**src/verilog/cilt_pkg.sv**
```systemverilog
/*
 * constants, enumerations, carrier structs and shared helpers of the
 * camera io line and pulse timer block.
 * assumes a 125 MHz system clock and a classic wishbone bus of 32 bits.
 */
package cilt_pkg;

	// ----------------------------------------
	// timing
	// ----------------------------------------
	localparam int CLK_PERIOD_NS  = 8;
	localparam int TICK_PERIOD_NS = 1000;
	localparam int TICK_CYCLES    = TICK_PERIOD_NS / CLK_PERIOD_NS;
	localparam int TICK_W         = 7;
	localparam logic [TICK_W-1:0] TICK_LAST = TICK_W'(TICK_CYCLES - 1);

	// ----------------------------------------
	// widths, limits and reset values
	// ----------------------------------------
	localparam int NUM_OUT = 6;
	localparam int SEL_W   = 3;
	localparam int FILT_W  = 20;
	localparam int PULSE_W = 27;
	localparam int ADR_W   = 8;
	localparam logic [SEL_W-1:0]   SEL_MAX   = 3'h6;
	localparam logic [SEL_W-1:0]   SEL_RST   = 3'h0;
	localparam logic [FILT_W-1:0]  FILT_MAX  = 20'hF4240;
	localparam logic [FILT_W-1:0]  FILT_RST  = 20'h00000;
	localparam logic [PULSE_W-1:0] PULSE_MAX = 27'h51EB850;
	localparam logic [PULSE_W-1:0] WIDTH_MIN = 27'h0000001;
	localparam logic [PULSE_W-1:0] WIDTH_RST = 27'h0000001;
	localparam logic [PULSE_W-1:0] DELAY_RST = 27'h0000000;

	// ----------------------------------------
	// register byte offsets
	// ----------------------------------------
	localparam logic [ADR_W-1:0] OFS_LINE_SEL = 8'h00;
	localparam logic [ADR_W-1:0] OFS_LINE_CFG = 8'h04;
	localparam logic [ADR_W-1:0] OFS_SOFT     = 8'h08;
	localparam logic [ADR_W-1:0] OFS_FILT     = 8'h0C;
	localparam logic [ADR_W-1:0] OFS_WIDTH    = 8'h10;
	localparam logic [ADR_W-1:0] OFS_DELAY    = 8'h14;
	localparam logic [ADR_W-1:0] OFS_TRIG     = 8'h18;
	localparam logic [ADR_W-1:0] OFS_CMD      = 8'h1C;
	localparam logic [ADR_W-1:0] OFS_STATUS   = 8'h20;

	// ----------------------------------------
	// field positions
	// ----------------------------------------
	localparam int DIR_BIT     = 8;
	localparam int INV_BIT     = 4;
	localparam int COND_LSB    = 4;
	localparam int RESTART_BIT = 0;
	localparam int ST_FILT     = 0;
	localparam int ST_TIMER    = 1;
	localparam int ST_RAW      = 2;
	localparam int ST_LINES    = 8;

	// ----------------------------------------
	// modes and carriers
	// ----------------------------------------
	typedef enum logic [2:0] {
		SRC_OFF, SRC_FRAME, SRC_ROW, SRC_EXPO, SRC_SOFT, SRC_TIMER, SRC_COUNTER
	} cilt_out_src_t;
	typedef enum logic [2:0] {
		TRG_OFF, TRG_EXPO, TRG_FRAME, TRG_LINE, TRG_COUNTER
	} cilt_trig_src_t;
	typedef enum logic [1:0] {CND_RISE, CND_FALL, CND_HIGH, CND_LOW} cilt_trig_cond_t;

	typedef struct packed {
		logic          invert;
		cilt_out_src_t src;
	} cilt_line_cfg_t;

	typedef struct packed {
		cilt_trig_cond_t    cond;
		logic [PULSE_W-1:0] delay;
		logic [PULSE_W-1:0] width;
	} cilt_pulse_cfg_t;

	typedef struct packed {
		logic frame;
		logic row;
		logic expo;
		logic cnt_out;
		logic cnt_begin;
	} cilt_flags_t;

	// merge write data into the old word lane by lane
	function automatic logic [31:0] cilt_merge(input logic [31:0] old_w,
		input logic [31:0] new_w, input logic [3:0] sel);
		logic [31:0] r;
		r = old_w;
		for (int b = 0; b < 4; b++) begin
			if (sel[b]) begin
				r[b*8 +: 8] = new_w[b*8 +: 8];
			end
		end
		return r;
	endfunction

endpackage

```
**src/verilog/cilt_debounce.sv**
```systemverilog
/*
 * input filter for the trigger input line.
 * assumes a one-cycle tick every microsecond and a synchronous raw input.
 */
module cilt_debounce
	import cilt_pkg::*;
(
	input  wire logic              clk_i,
	input  wire logic              rst_i,
	input  wire logic              tick_i,
	input  wire logic              raw_i,
	input  wire logic [FILT_W-1:0] time_i,
	output logic                   level_o
);
	logic [FILT_W-1:0] cnt_reg;
	logic              level_reg;

	// ----------------------------------------
	// stability counter
	// ----------------------------------------
	// any return to the accepted level drops the count, so short pulses vanish;
	// one tick beyond the setting is counted, as the first tick may come at once
	always_ff @(posedge clk_i) begin
		if (rst_i || raw_i == level_reg) begin
			cnt_reg <= '0;
		end else if (tick_i && cnt_reg <= time_i) begin
			cnt_reg <= cnt_reg + 1'b1;
		end
	end

	// accept a new level once it has held for the programmed time
	always_ff @(posedge clk_i) begin
		if (rst_i) begin
			level_reg <= 1'b0;
		end else if (raw_i != level_reg && (time_i == '0 || cnt_reg > time_i)) begin
			level_reg <= raw_i;
		end
	end

	assign level_o = level_reg;
endmodule

```
**src/verilog/cilt_pulse_timer.sv**
```systemverilog
/*
 * trigger-driven pulse timer with delay and duration.
 * assumes a microsecond tick and a trigger level already selected upstream.
 */
module cilt_pulse_timer
	import cilt_pkg::*;
(
	input  wire logic            clk_i,
	input  wire logic            rst_i,
	input  wire logic            tick_i,
	input  wire logic            restart_i,
	input  wire logic            enable_i,
	input  wire logic            src_i,
	input  cilt_pkg::cilt_pulse_cfg_t cfg_i,
	output logic                 out_o
);
	typedef enum logic [1:0] {ST_IDLE, ST_DELAY, ST_ACTIVE} cilt_tstate_t;

	cilt_tstate_t       state_reg;
	logic [PULSE_W-1:0] cnt_reg;
	logic               src_reg;
	logic               lvl_mode;
	logic               lvl_ok;
	logic               edge_hit;

	// ----------------------------------------
	// trigger qualification
	// ----------------------------------------
	assign lvl_mode = cfg_i.cond == CND_HIGH || cfg_i.cond == CND_LOW;
	assign lvl_ok   = enable_i && (src_i == (cfg_i.cond == CND_HIGH));
	assign edge_hit = enable_i && src_reg != src_i
		&& src_i == (cfg_i.cond == CND_RISE);

	always_ff @(posedge clk_i) begin
		if (rst_i) begin
			src_reg <= 1'b0;
		end else begin
			src_reg <= src_i;
		end
	end

	// ----------------------------------------
	// delay then duration sequencer
	// ----------------------------------------
	// a level trigger lost during delay or pulse always aborts to idle
	always_ff @(posedge clk_i) begin
		if (rst_i || restart_i) begin
			state_reg <= ST_IDLE;
			cnt_reg   <= '0;
		end else begin
			case (state_reg)
				ST_IDLE: begin
					cnt_reg <= '0;
					if (lvl_mode ? lvl_ok : edge_hit) begin
						state_reg <= ST_DELAY;
					end
				end
				ST_DELAY: begin
					if (lvl_mode && !lvl_ok) begin
						state_reg <= ST_IDLE;
					end else if (cnt_reg >= cfg_i.delay) begin
						state_reg <= ST_ACTIVE;
						cnt_reg   <= '0;
					end else if (tick_i) begin
						cnt_reg <= cnt_reg + 1'b1;
					end
				end
				ST_ACTIVE: begin
					if (lvl_mode) begin
						if (!lvl_ok) begin
							state_reg <= ST_IDLE;
						end
					end else if (cnt_reg >= cfg_i.width) begin
						state_reg <= ST_IDLE;
					end else if (tick_i) begin
						cnt_reg <= cnt_reg + 1'b1;
					end
				end
				default: begin
					state_reg <= ST_IDLE;
				end
			endcase
		end
	end

	assign out_o = state_reg == ST_ACTIVE;
endmodule

```
**src/verilog/cilt_camera_io.sv**
```systemverilog
/*
 * camera control io: one filtered trigger input, six output lines with
 * source select and inversion, and a pulse timer, all set over wishbone.
 * assumes frame, row, exposure and counter flags come synchronous from
 * other camera blocks, and a 125 MHz clock with synchronous reset.
 */
// Contract
// - line zero is input only and reports input direction when selected.
// - lines one to six are output only and report output direction.
// - each output line inverts its level when its invert bit is set.
// - output source is off, frame, row, exposure, soft level, timer or counter.
// - exposure flag is high from exposure start to exposure end.
// - soft level source drives low for false and high for true.
// - input filter accepts a level only after it held for the filter time.
// - filtered input changes after the filter time from a valid level.
// - filter time is programmable from zero to one million microseconds.
// - timer source drives the output line from the timer output.
// - timer trigger is off, exposure, frame, filtered input or counter begin.
// - edge modes start the timer on the selected edge of the trigger.
// - level modes keep timer output only while the trigger holds its level.
// - in edge modes the pulse lasts the width, one to 85,899,344 us.
// - the timer waits the delay, zero to 85,899,344 us, before output.
// - a timer restart command clears the running timer.
// - level high starts the delay on source high, then follows the source.
module cilt_camera_io
	import cilt_pkg::*;
(
	input  wire logic               clk_i,
	input  wire logic               rst_i,
	input  wire logic               cyc_i,
	input  wire logic               stb_i,
	input  wire logic               we_i,
	input  wire logic [ADR_W-1:0]   adr_i,
	input  wire logic [3:0]         sel_i,
	input  wire logic [31:0]        dat_i,
	output logic      [31:0]        dat_o,
	output logic                    ack_o,
	input  wire logic               trigger_input_line_i,
	input  cilt_pkg::cilt_flags_t   flags_i,
	output logic      [NUM_OUT-1:0] line_o
);
	// ----------------------------------------
	// declarations
	// ----------------------------------------
	logic [TICK_W-1:0]  tick_cnt_reg;
	logic               tick;
	logic               ack_reg;
	logic [31:0]        dat_reg;
	logic [31:0]        rd_next;
	logic [31:0]        wdat;
	logic               req;
	logic               wr_en;
	logic [SEL_W-1:0]   io_line_select_reg;
	cilt_line_cfg_t     line_cfg_reg [NUM_OUT];
	logic               soft_level_value_reg;
	logic [FILT_W-1:0]  input_filter_time_reg;
	logic [PULSE_W-1:0] pulse_width_reg;
	logic [PULSE_W-1:0] pulse_delay_reg;
	cilt_trig_src_t     pulse_trigger_source_reg;
	cilt_trig_cond_t    pulse_trigger_condition_reg;
	logic               pulse_timer_restart_reg;
	logic               io_direction;
	logic               filtered_level;
	logic               timer_zero_out;
	logic               trig_level;
	logic [NUM_OUT-1:0] drive;
	logic [NUM_OUT-1:0] line_reg;
	cilt_pulse_cfg_t    pulse_cfg;

	// true for the six output-only lines
	function automatic logic is_out_line(input logic [SEL_W-1:0] s);
		return s != SEL_RST && s <= SEL_MAX;
	endfunction

	// index into the output config array for a selected line
	function automatic int out_index(input logic [SEL_W-1:0] s);
		return int'(s) - 1;
	endfunction

	// ----------------------------------------
	// microsecond timebase
	// ----------------------------------------
	// one free running divider shared by filter and timer keeps them in step
	always_ff @(posedge clk_i) begin
		if (rst_i || tick) begin
			tick_cnt_reg <= '0;
		end else begin
			tick_cnt_reg <= tick_cnt_reg + 1'b1;
		end
	end
	assign tick = tick_cnt_reg == TICK_LAST;

	// ----------------------------------------
	// wishbone slave
	// ----------------------------------------
	// answer one cycle after the request; writes land on the acked edge
	assign req   = cyc_i && stb_i && !ack_reg;
	assign wr_en = cyc_i && stb_i && we_i && ack_reg;
	assign wdat  = cilt_merge(dat_reg, dat_i, sel_i);

	always_ff @(posedge clk_i) begin
		if (rst_i) begin
			ack_reg <= 1'b0;
		end else begin
			ack_reg <= req;
		end
	end

	// read data captured at the request edge, held through the ack
	always_ff @(posedge clk_i) begin
		if (rst_i) begin
			dat_reg <= '0;
		end else if (req) begin
			dat_reg <= rd_next;
		end
	end

	assign ack_o = ack_reg;
	assign dat_o = dat_reg;

	// ----------------------------------------
	// read decode
	// ----------------------------------------
	// unmapped offsets still ack and read as zero
	always_comb begin
		rd_next = '0;
		if (adr_i == OFS_LINE_SEL) begin
			rd_next[SEL_W-1:0] = io_line_select_reg;
			rd_next[DIR_BIT]   = io_direction;
		end else if (adr_i == OFS_LINE_CFG) begin
			if (is_out_line(io_line_select_reg)) begin
				rd_next[SEL_W-1:0] = line_cfg_reg[out_index(io_line_select_reg)].src;
				rd_next[INV_BIT]   = line_cfg_reg[out_index(io_line_select_reg)].invert;
			end
		end else if (adr_i == OFS_SOFT) begin
			rd_next[0] = soft_level_value_reg;
		end else if (adr_i == OFS_FILT) begin
			rd_next[FILT_W-1:0] = input_filter_time_reg;
		end else if (adr_i == OFS_WIDTH) begin
			rd_next[PULSE_W-1:0] = pulse_width_reg;
		end else if (adr_i == OFS_DELAY) begin
			rd_next[PULSE_W-1:0] = pulse_delay_reg;
		end else if (adr_i == OFS_TRIG) begin
			rd_next[SEL_W-1:0]        = pulse_trigger_source_reg;
			rd_next[COND_LSB +: 2]    = pulse_trigger_condition_reg;
		end else if (adr_i == OFS_STATUS) begin
			rd_next[ST_FILT]               = filtered_level;
			rd_next[ST_TIMER]              = timer_zero_out;
			rd_next[ST_RAW]                = trigger_input_line_i;
			rd_next[ST_LINES +: NUM_OUT]   = line_reg;
		end
	end

	// line zero is the input, every other legal line an output
	assign io_direction = is_out_line(io_line_select_reg);

	// ----------------------------------------
	// line selection and per-line setup
	// ----------------------------------------
	// out of range line numbers are dropped so the selector stays legal
	always_ff @(posedge clk_i) begin
		if (rst_i) begin
			io_line_select_reg <= SEL_RST;
		end else if (wr_en && adr_i == OFS_LINE_SEL && wdat[SEL_W-1:0] <= SEL_MAX) begin
			io_line_select_reg <= wdat[SEL_W-1:0];
		end
	end

	// writes to the setup of the input line have nothing to land on
	always_ff @(posedge clk_i) begin
		if (rst_i) begin
			for (int i = 0; i < NUM_OUT; i++) begin
				line_cfg_reg[i] <= '{invert: 1'b0, src: SRC_OFF};
			end
		end else if (wr_en && adr_i == OFS_LINE_CFG && is_out_line(io_line_select_reg)) begin
			if (wdat[SEL_W-1:0] <= SRC_COUNTER) begin
				line_cfg_reg[out_index(io_line_select_reg)].src <=
					cilt_out_src_t'(wdat[SEL_W-1:0]);
			end
			line_cfg_reg[out_index(io_line_select_reg)].invert <= wdat[INV_BIT];
		end
	end

	// single soft level, selected implicitly as the only choice
	always_ff @(posedge clk_i) begin
		if (rst_i) begin
			soft_level_value_reg <= 1'b0;
		end else if (wr_en && adr_i == OFS_SOFT) begin
			soft_level_value_reg <= wdat[0];
		end
	end

	// ----------------------------------------
	// filter and timer settings
	// ----------------------------------------
	// oversized values saturate rather than wrap to a short time
	always_ff @(posedge clk_i) begin
		if (rst_i) begin
			input_filter_time_reg <= FILT_RST;
		end else if (wr_en && adr_i == OFS_FILT) begin
			if (wdat[31:FILT_W] != '0 || wdat[FILT_W-1:0] > FILT_MAX) begin
				input_filter_time_reg <= FILT_MAX;
			end else begin
				input_filter_time_reg <= wdat[FILT_W-1:0];
			end
		end
	end

	// width zero is raised to the least legal pulse
	always_ff @(posedge clk_i) begin
		if (rst_i) begin
			pulse_width_reg <= WIDTH_RST;
		end else if (wr_en && adr_i == OFS_WIDTH) begin
			if (wdat[31:PULSE_W] != '0 || wdat[PULSE_W-1:0] > PULSE_MAX) begin
				pulse_width_reg <= PULSE_MAX;
			end else if (wdat[PULSE_W-1:0] < WIDTH_MIN) begin
				pulse_width_reg <= WIDTH_MIN;
			end else begin
				pulse_width_reg <= wdat[PULSE_W-1:0];
			end
		end
	end

	always_ff @(posedge clk_i) begin
		if (rst_i) begin
			pulse_delay_reg <= DELAY_RST;
		end else if (wr_en && adr_i == OFS_DELAY) begin
			if (wdat[31:PULSE_W] != '0 || wdat[PULSE_W-1:0] > PULSE_MAX) begin
				pulse_delay_reg <= PULSE_MAX;
			end else begin
				pulse_delay_reg <= wdat[PULSE_W-1:0];
			end
		end
	end

	// unknown trigger codes leave the old source in place
	always_ff @(posedge clk_i) begin
		if (rst_i) begin
			pulse_trigger_source_reg    <= TRG_OFF;
			pulse_trigger_condition_reg <= CND_RISE;
		end else if (wr_en && adr_i == OFS_TRIG) begin
			if (wdat[SEL_W-1:0] <= TRG_COUNTER) begin
				pulse_trigger_source_reg <= cilt_trig_src_t'(wdat[SEL_W-1:0]);
			end
			pulse_trigger_condition_reg <= cilt_trig_cond_t'(wdat[COND_LSB +: 2]);
		end
	end

	// restart is a self-clearing command pulse
	always_ff @(posedge clk_i) begin
		if (rst_i) begin
			pulse_timer_restart_reg <= 1'b0;
		end else begin
			pulse_timer_restart_reg <= wr_en && adr_i == OFS_CMD && wdat[RESTART_BIT];
		end
	end

	// ----------------------------------------
	// input filter and pulse timer
	// ----------------------------------------
	cilt_debounce u_filter (
		.clk_i   (clk_i),
		.rst_i   (rst_i),
		.tick_i  (tick),
		.raw_i   (trigger_input_line_i),
		.time_i  (input_filter_time_reg),
		.level_o (filtered_level)
	);

	// trigger source mux; flags arrive already synchronous
	always_comb begin
		case (pulse_trigger_source_reg)
			TRG_EXPO:    trig_level = flags_i.expo;
			TRG_FRAME:   trig_level = flags_i.frame;
			TRG_LINE:    trig_level = filtered_level;
			TRG_COUNTER: trig_level = flags_i.cnt_begin;
			default:     trig_level = 1'b0;
		endcase
	end

	assign pulse_cfg = '{cond: pulse_trigger_condition_reg,
		delay: pulse_delay_reg, width: pulse_width_reg};

	cilt_pulse_timer u_timer (
		.clk_i     (clk_i),
		.rst_i     (rst_i),
		.tick_i    (tick),
		.restart_i (pulse_timer_restart_reg),
		.enable_i  (pulse_trigger_source_reg != TRG_OFF),
		.src_i     (trig_level),
		.cfg_i     (pulse_cfg),
		.out_o     (timer_zero_out)
	);

	// ----------------------------------------
	// output lines
	// ----------------------------------------
	// outputs are registered so the pins never glitch on a source change
	for (genvar g = 0; g < NUM_OUT; g++) begin : g_line
		always_comb begin
			case (line_cfg_reg[g].src)
				SRC_FRAME:   drive[g] = flags_i.frame;
				SRC_ROW:     drive[g] = flags_i.row;
				SRC_EXPO:    drive[g] = flags_i.expo;
				SRC_SOFT:    drive[g] = soft_level_value_reg;
				SRC_TIMER:   drive[g] = timer_zero_out;
				SRC_COUNTER: drive[g] = flags_i.cnt_out;
				default:     drive[g] = 1'b0;
			endcase
		end

		always_ff @(posedge clk_i) begin
			if (rst_i) begin
				line_reg[g] <= 1'b0;
			end else begin
				line_reg[g] <= drive[g] ^ line_cfg_reg[g].invert;
			end
		end
	end

	assign line_o = line_reg;
endmodule

```
**config.mk**
```make
export PLATFORM = sky130hd
export DESIGN_NAME = cilt_camera_io
export DESIGN_NICKNAME = d
export VERILOG_FILES = /design/src/verilog/cilt_pkg.sv /design/src/verilog/cilt_debounce.sv /design/src/verilog/cilt_pulse_timer.sv /design/src/verilog/cilt_camera_io.sv
export SDC_FILE = /design/constraint.sdc
export NUM_CORES = 1
export LEC_CHECK = 0
export BUFFER_PORTS_ARGS = -buffer_cell sky130_fd_sc_hd__buf_2
export CAP_MARGIN = 0
export CORE_MARGIN = 5
export CORE_UTILIZATION = 50
export DETAILED_ROUTE_END_ITERATION = 6
export PLACE_DENSITY = 0.72
export SYNTH_ARGS = -nofsm -noshare
export SYNTH_HDL_FRONTEND = slang
export SYNTH_HIERARCHICAL = 1
export SYNTH_SLANG_ARGS = --single-unit
```
**constraint.sdc**
```tcl
create_clock -name clk_i -period 7 [get_ports clk_i]
set_input_delay 0.35 -clock clk_i [delete_from_list [all_inputs] [get_ports clk_i]]
set_output_delay 0.35 -clock clk_i [all_outputs]
set_load 0.01 [all_outputs]
```
==> results.toml <==
[outcome]
status = "complete, no violations"

[timing]
fin_crit_sh = 0.5032
finalWorstSetupSlack_ps = 3477
worst_pin_slew_ps = 1275
finClkSkew_ps = 10.69
finalSetupTns_ps = 0
hold_viol_final = 0
grt_setup_unrepaired = "no"
slew_headroom = 0.1472
maxSlewViolCount = 0
min_period_ps = 3523
setup_viol = 0
max_freq_ghz = 0.2839

[cts]
cts_tree = "built"
path_clk_slew_ps = 60
clock_sinks = 208
post-cts-setup-buffer-count = 0
numCtsBuffers = 24
cts_resized = 0
root_buffer = "clkbuf_16"
clock_latency_ps = 520
h-tree-depth = 1
ctsHoldBuffers = 0
cts.path.max_buffers = 3

[floorplan]
die_h_um = 168.4
rows = 58
coreArea_um2 = 24960
die_area_um2 = 28360
io_pins = 94
start_util = 0.5026
die_w_um = 168.4

[setup_path]
arrival_ps = 3960
r2r_start = "pulse_width_reg[26]$_SDFFE_PP0P_"
start_kind = "register"
crit_type = "register to register"
rr_endpoint = "u_timer/cnt_reg[25]$_SDFFE_PP0P_"
worstSetupEndpointType = "register"
cp_max_fo = 39
reg2reg_slack_ps = 3480
crit_required_ps = 7440
r2r.worst_path.cells = 10

[global_route]
overflow = 0
grt_pass1_wl_um = 61000
antenna_found_initial = 0
grt_use_total = 0.2618
grt_max_degree = 71
grt_pass1_vias = 11490

[min_path]
whs_path_depth = 3
worstHoldStart = "trigger_input_line_i"
min-delay-path-class = "primary input to register"
whs_endpoint = "u_filter/level_o$_SDFFE_PP0P_"

[logic_synthesis]
synth_area_leaders = "dfxtp_1, ha_1, edfxtp_1"
synth_top_cell_by_area = "dfxtp_1"
avgSynthCellArea_um2 = 8.523
synth_seq_area_share = 0.3574
synth_top_area_frac = 0.2808
synth_edf_count = 32
ys_ff_latch = 208
yosysWarnings = 6
async_flop_share = 0
synthDistinctLibCells = 91
syn_area_um2 = 12550
synth_flop_cell = "dfxtp_1"
synthCells = 1472

[route]
wire_per_inst_um = 20.32
dr.pass1.iters = 7
drt_wl_total_um = 38290
vias = 11940
ant_nets = 0
drc_errors = 0
routed_via_density = 6.338
drt-initial-drc-count = 1267

[pwr]
power.leakage_nw = 5.167
p_per_area_nw_per_um2 = 198.0
ir_worst_vdd_v = 0.0002226

[finish]
area_growth_pct = 11.86
nNetsFinal = 1677
stdcell_count = 1884
diodes = 0
final_layout_size_suffix_gt1_frac = 0.1306
largest_reg_flops = 32

[place]
port_buffers = 88
gp_congestion = 0.9510
hpwl_um = 28460
place_inst = 1841
dp_slack_ps = 3473

[job]
cap_viol_max_count = 0
==> critical path, cell delays in order (launching register included) <==
cell      delay (ps)
dfxtp_1          350
inv_1             50
ha_1             330
nand4_1          190
nor3_1           350
o31ai_1          140
o211ai_1         230
o32a_1          1030
a21oi_1          340
buf_4            300
a21oi_1          130
==> Yosys cell counts (8+ instances only) <==
cell type	count
buf_4	11
dfxtp_1	176
a211o_1	8
mux2i_1	47
nand2b_1	9
o21ai_0	49
o21ai_1	16
a221oi_1	13
nor2b_1	11
and3_1	17
o21ai_2	10
nand4_1	38
mux4_2	8
a31oi_1	8
a22o_1	17
clkbuf_1	41
a222oi_1	15
o31ai_1	18
a22oi_1	9
nor4_1	16
nand3_1	38
inv_1	105
or3_1	20
edfxtp_1	32
a21oi_1	103
o211ai_1	13
xor2_1	8
xnor2_1	8
nor3_1	38
nand2_1	143
nor2_1	154
ha_1	85
a211oi_1	26
buf_2	14
or4_1	15
a32o_1	14
==> cells by family after synthesis <==
family                     Yosys count  synth area share
xor gates and xnor gates            16           0.01117
DFF                                208            0.3574
other                                1         0.0002989
and+or+nand+nor                    545            0.2174
AOI/OAI and AO/OA                  375            0.2082
adders and majority gates           85           0.08477
buffers and inverters              177           0.05944
muxes                               65           0.06123
==> stage by stage <==
| stage | cell area [um2] | util | power, mW | hold WS [ps] |
|---|---|---|---|---|
| after CTS | 14030 | 0.5621 | 2.786 | 138.2 |
| after global placement | 13200 | 0.5289 | 1.471 | 448.6 |
| after detailed placement | 13200 | 0.5289 | 1.474 | 456.2 |
| after global routing | 14030 | 0.5621 | 2.861 | 183.7 |
| after floorplan | 12560 | - | 1.394 | 421.6 |
| final | 14030 | 0.5621 | 2.779 | 151.3 |
==> layer usage <==
metal / vias to the layer above / part of all wire / GRT usage
li1: 5585 / - / -
met1: 5730 / 0.40 / 0.3345
met2: 506 / 0.48 / 0.4432
met3: 120 / 0.069 / 0.03358
met4: 0 / 0.048 / 0.1171
met5: - / 0 / 0
==> worst max path at each step <==
| stage | from | to | slack (ps) | cells after the start |
|---|---|---|---|---|
| 2_1_floorplan | tick_cnt_reg[0]$_SDFF_PP0_ | u_timer/cnt_reg[25]$_SDFFE_PP0P_ | 4250 | 11 |
| 3_3_place_gp | flags_i[2] | u_timer/cnt_reg[23]$_SDFFE_PP0P_ | 3640 | 13 |
| 3_5_place_dp | flags_i[2] | u_timer/cnt_reg[13]$_SDFFE_PP0P_ | 3470 | 13 |
| 4_1_cts | pulse_width_reg[26]$_SDFFE_PP0P_ | u_timer/cnt_reg[13]$_SDFFE_PP0P_ | 3520 | 10 |
| 5_1_grt | pulse_width_reg[26]$_SDFFE_PP0P_ | u_timer/cnt_reg[18]$_SDFFE_PP0P_ | 3080 | 10 |
| 6_report | pulse_width_reg[26]$_SDFFE_PP0P_ | u_timer/cnt_reg[25]$_SDFFE_PP0P_ | 3480 | 10 |
==> power by group <==
| part | internal, mW | leakage, nW | switching [mW] |
|---|---|---|---|
| sequential | 1.23 | 1.74 | 0.0184 |
| clock | 0.816 | 0.412 | 0.507 |
| combinational | 0.0703 | 3.02 | 0.139 |
| total | 2.11 | 5.17 | 0.665 |
==> final cells by class <==
type	count	area, um2
clock buffer	35	714.4
tap	330	412.9
inverter	107	401.6
sequential	208	4484
timing repair buffer	105	570.5
multi-input combinational	1091	7333
clock inverter	8	116.4
fill	2289	10930
==> placed cells by master (no fill, tap or decap), drive strengths merged, types with 39 or more instances in the layout <==
cell type / Yosys / final
dfxtp: 176 / 176
nor2: 155 / 155
nand2: 144 / 144
inv: 106 / 107
a21oi: 106 / 106
buf: 29 / 105
ha: 85 / 85
o21ai: 75 / 75
mux2i: 49 / 49
nor3: 42 / 42
nand4: 39 / 39
No activity file was read; power rests on OpenSTA's default activity.
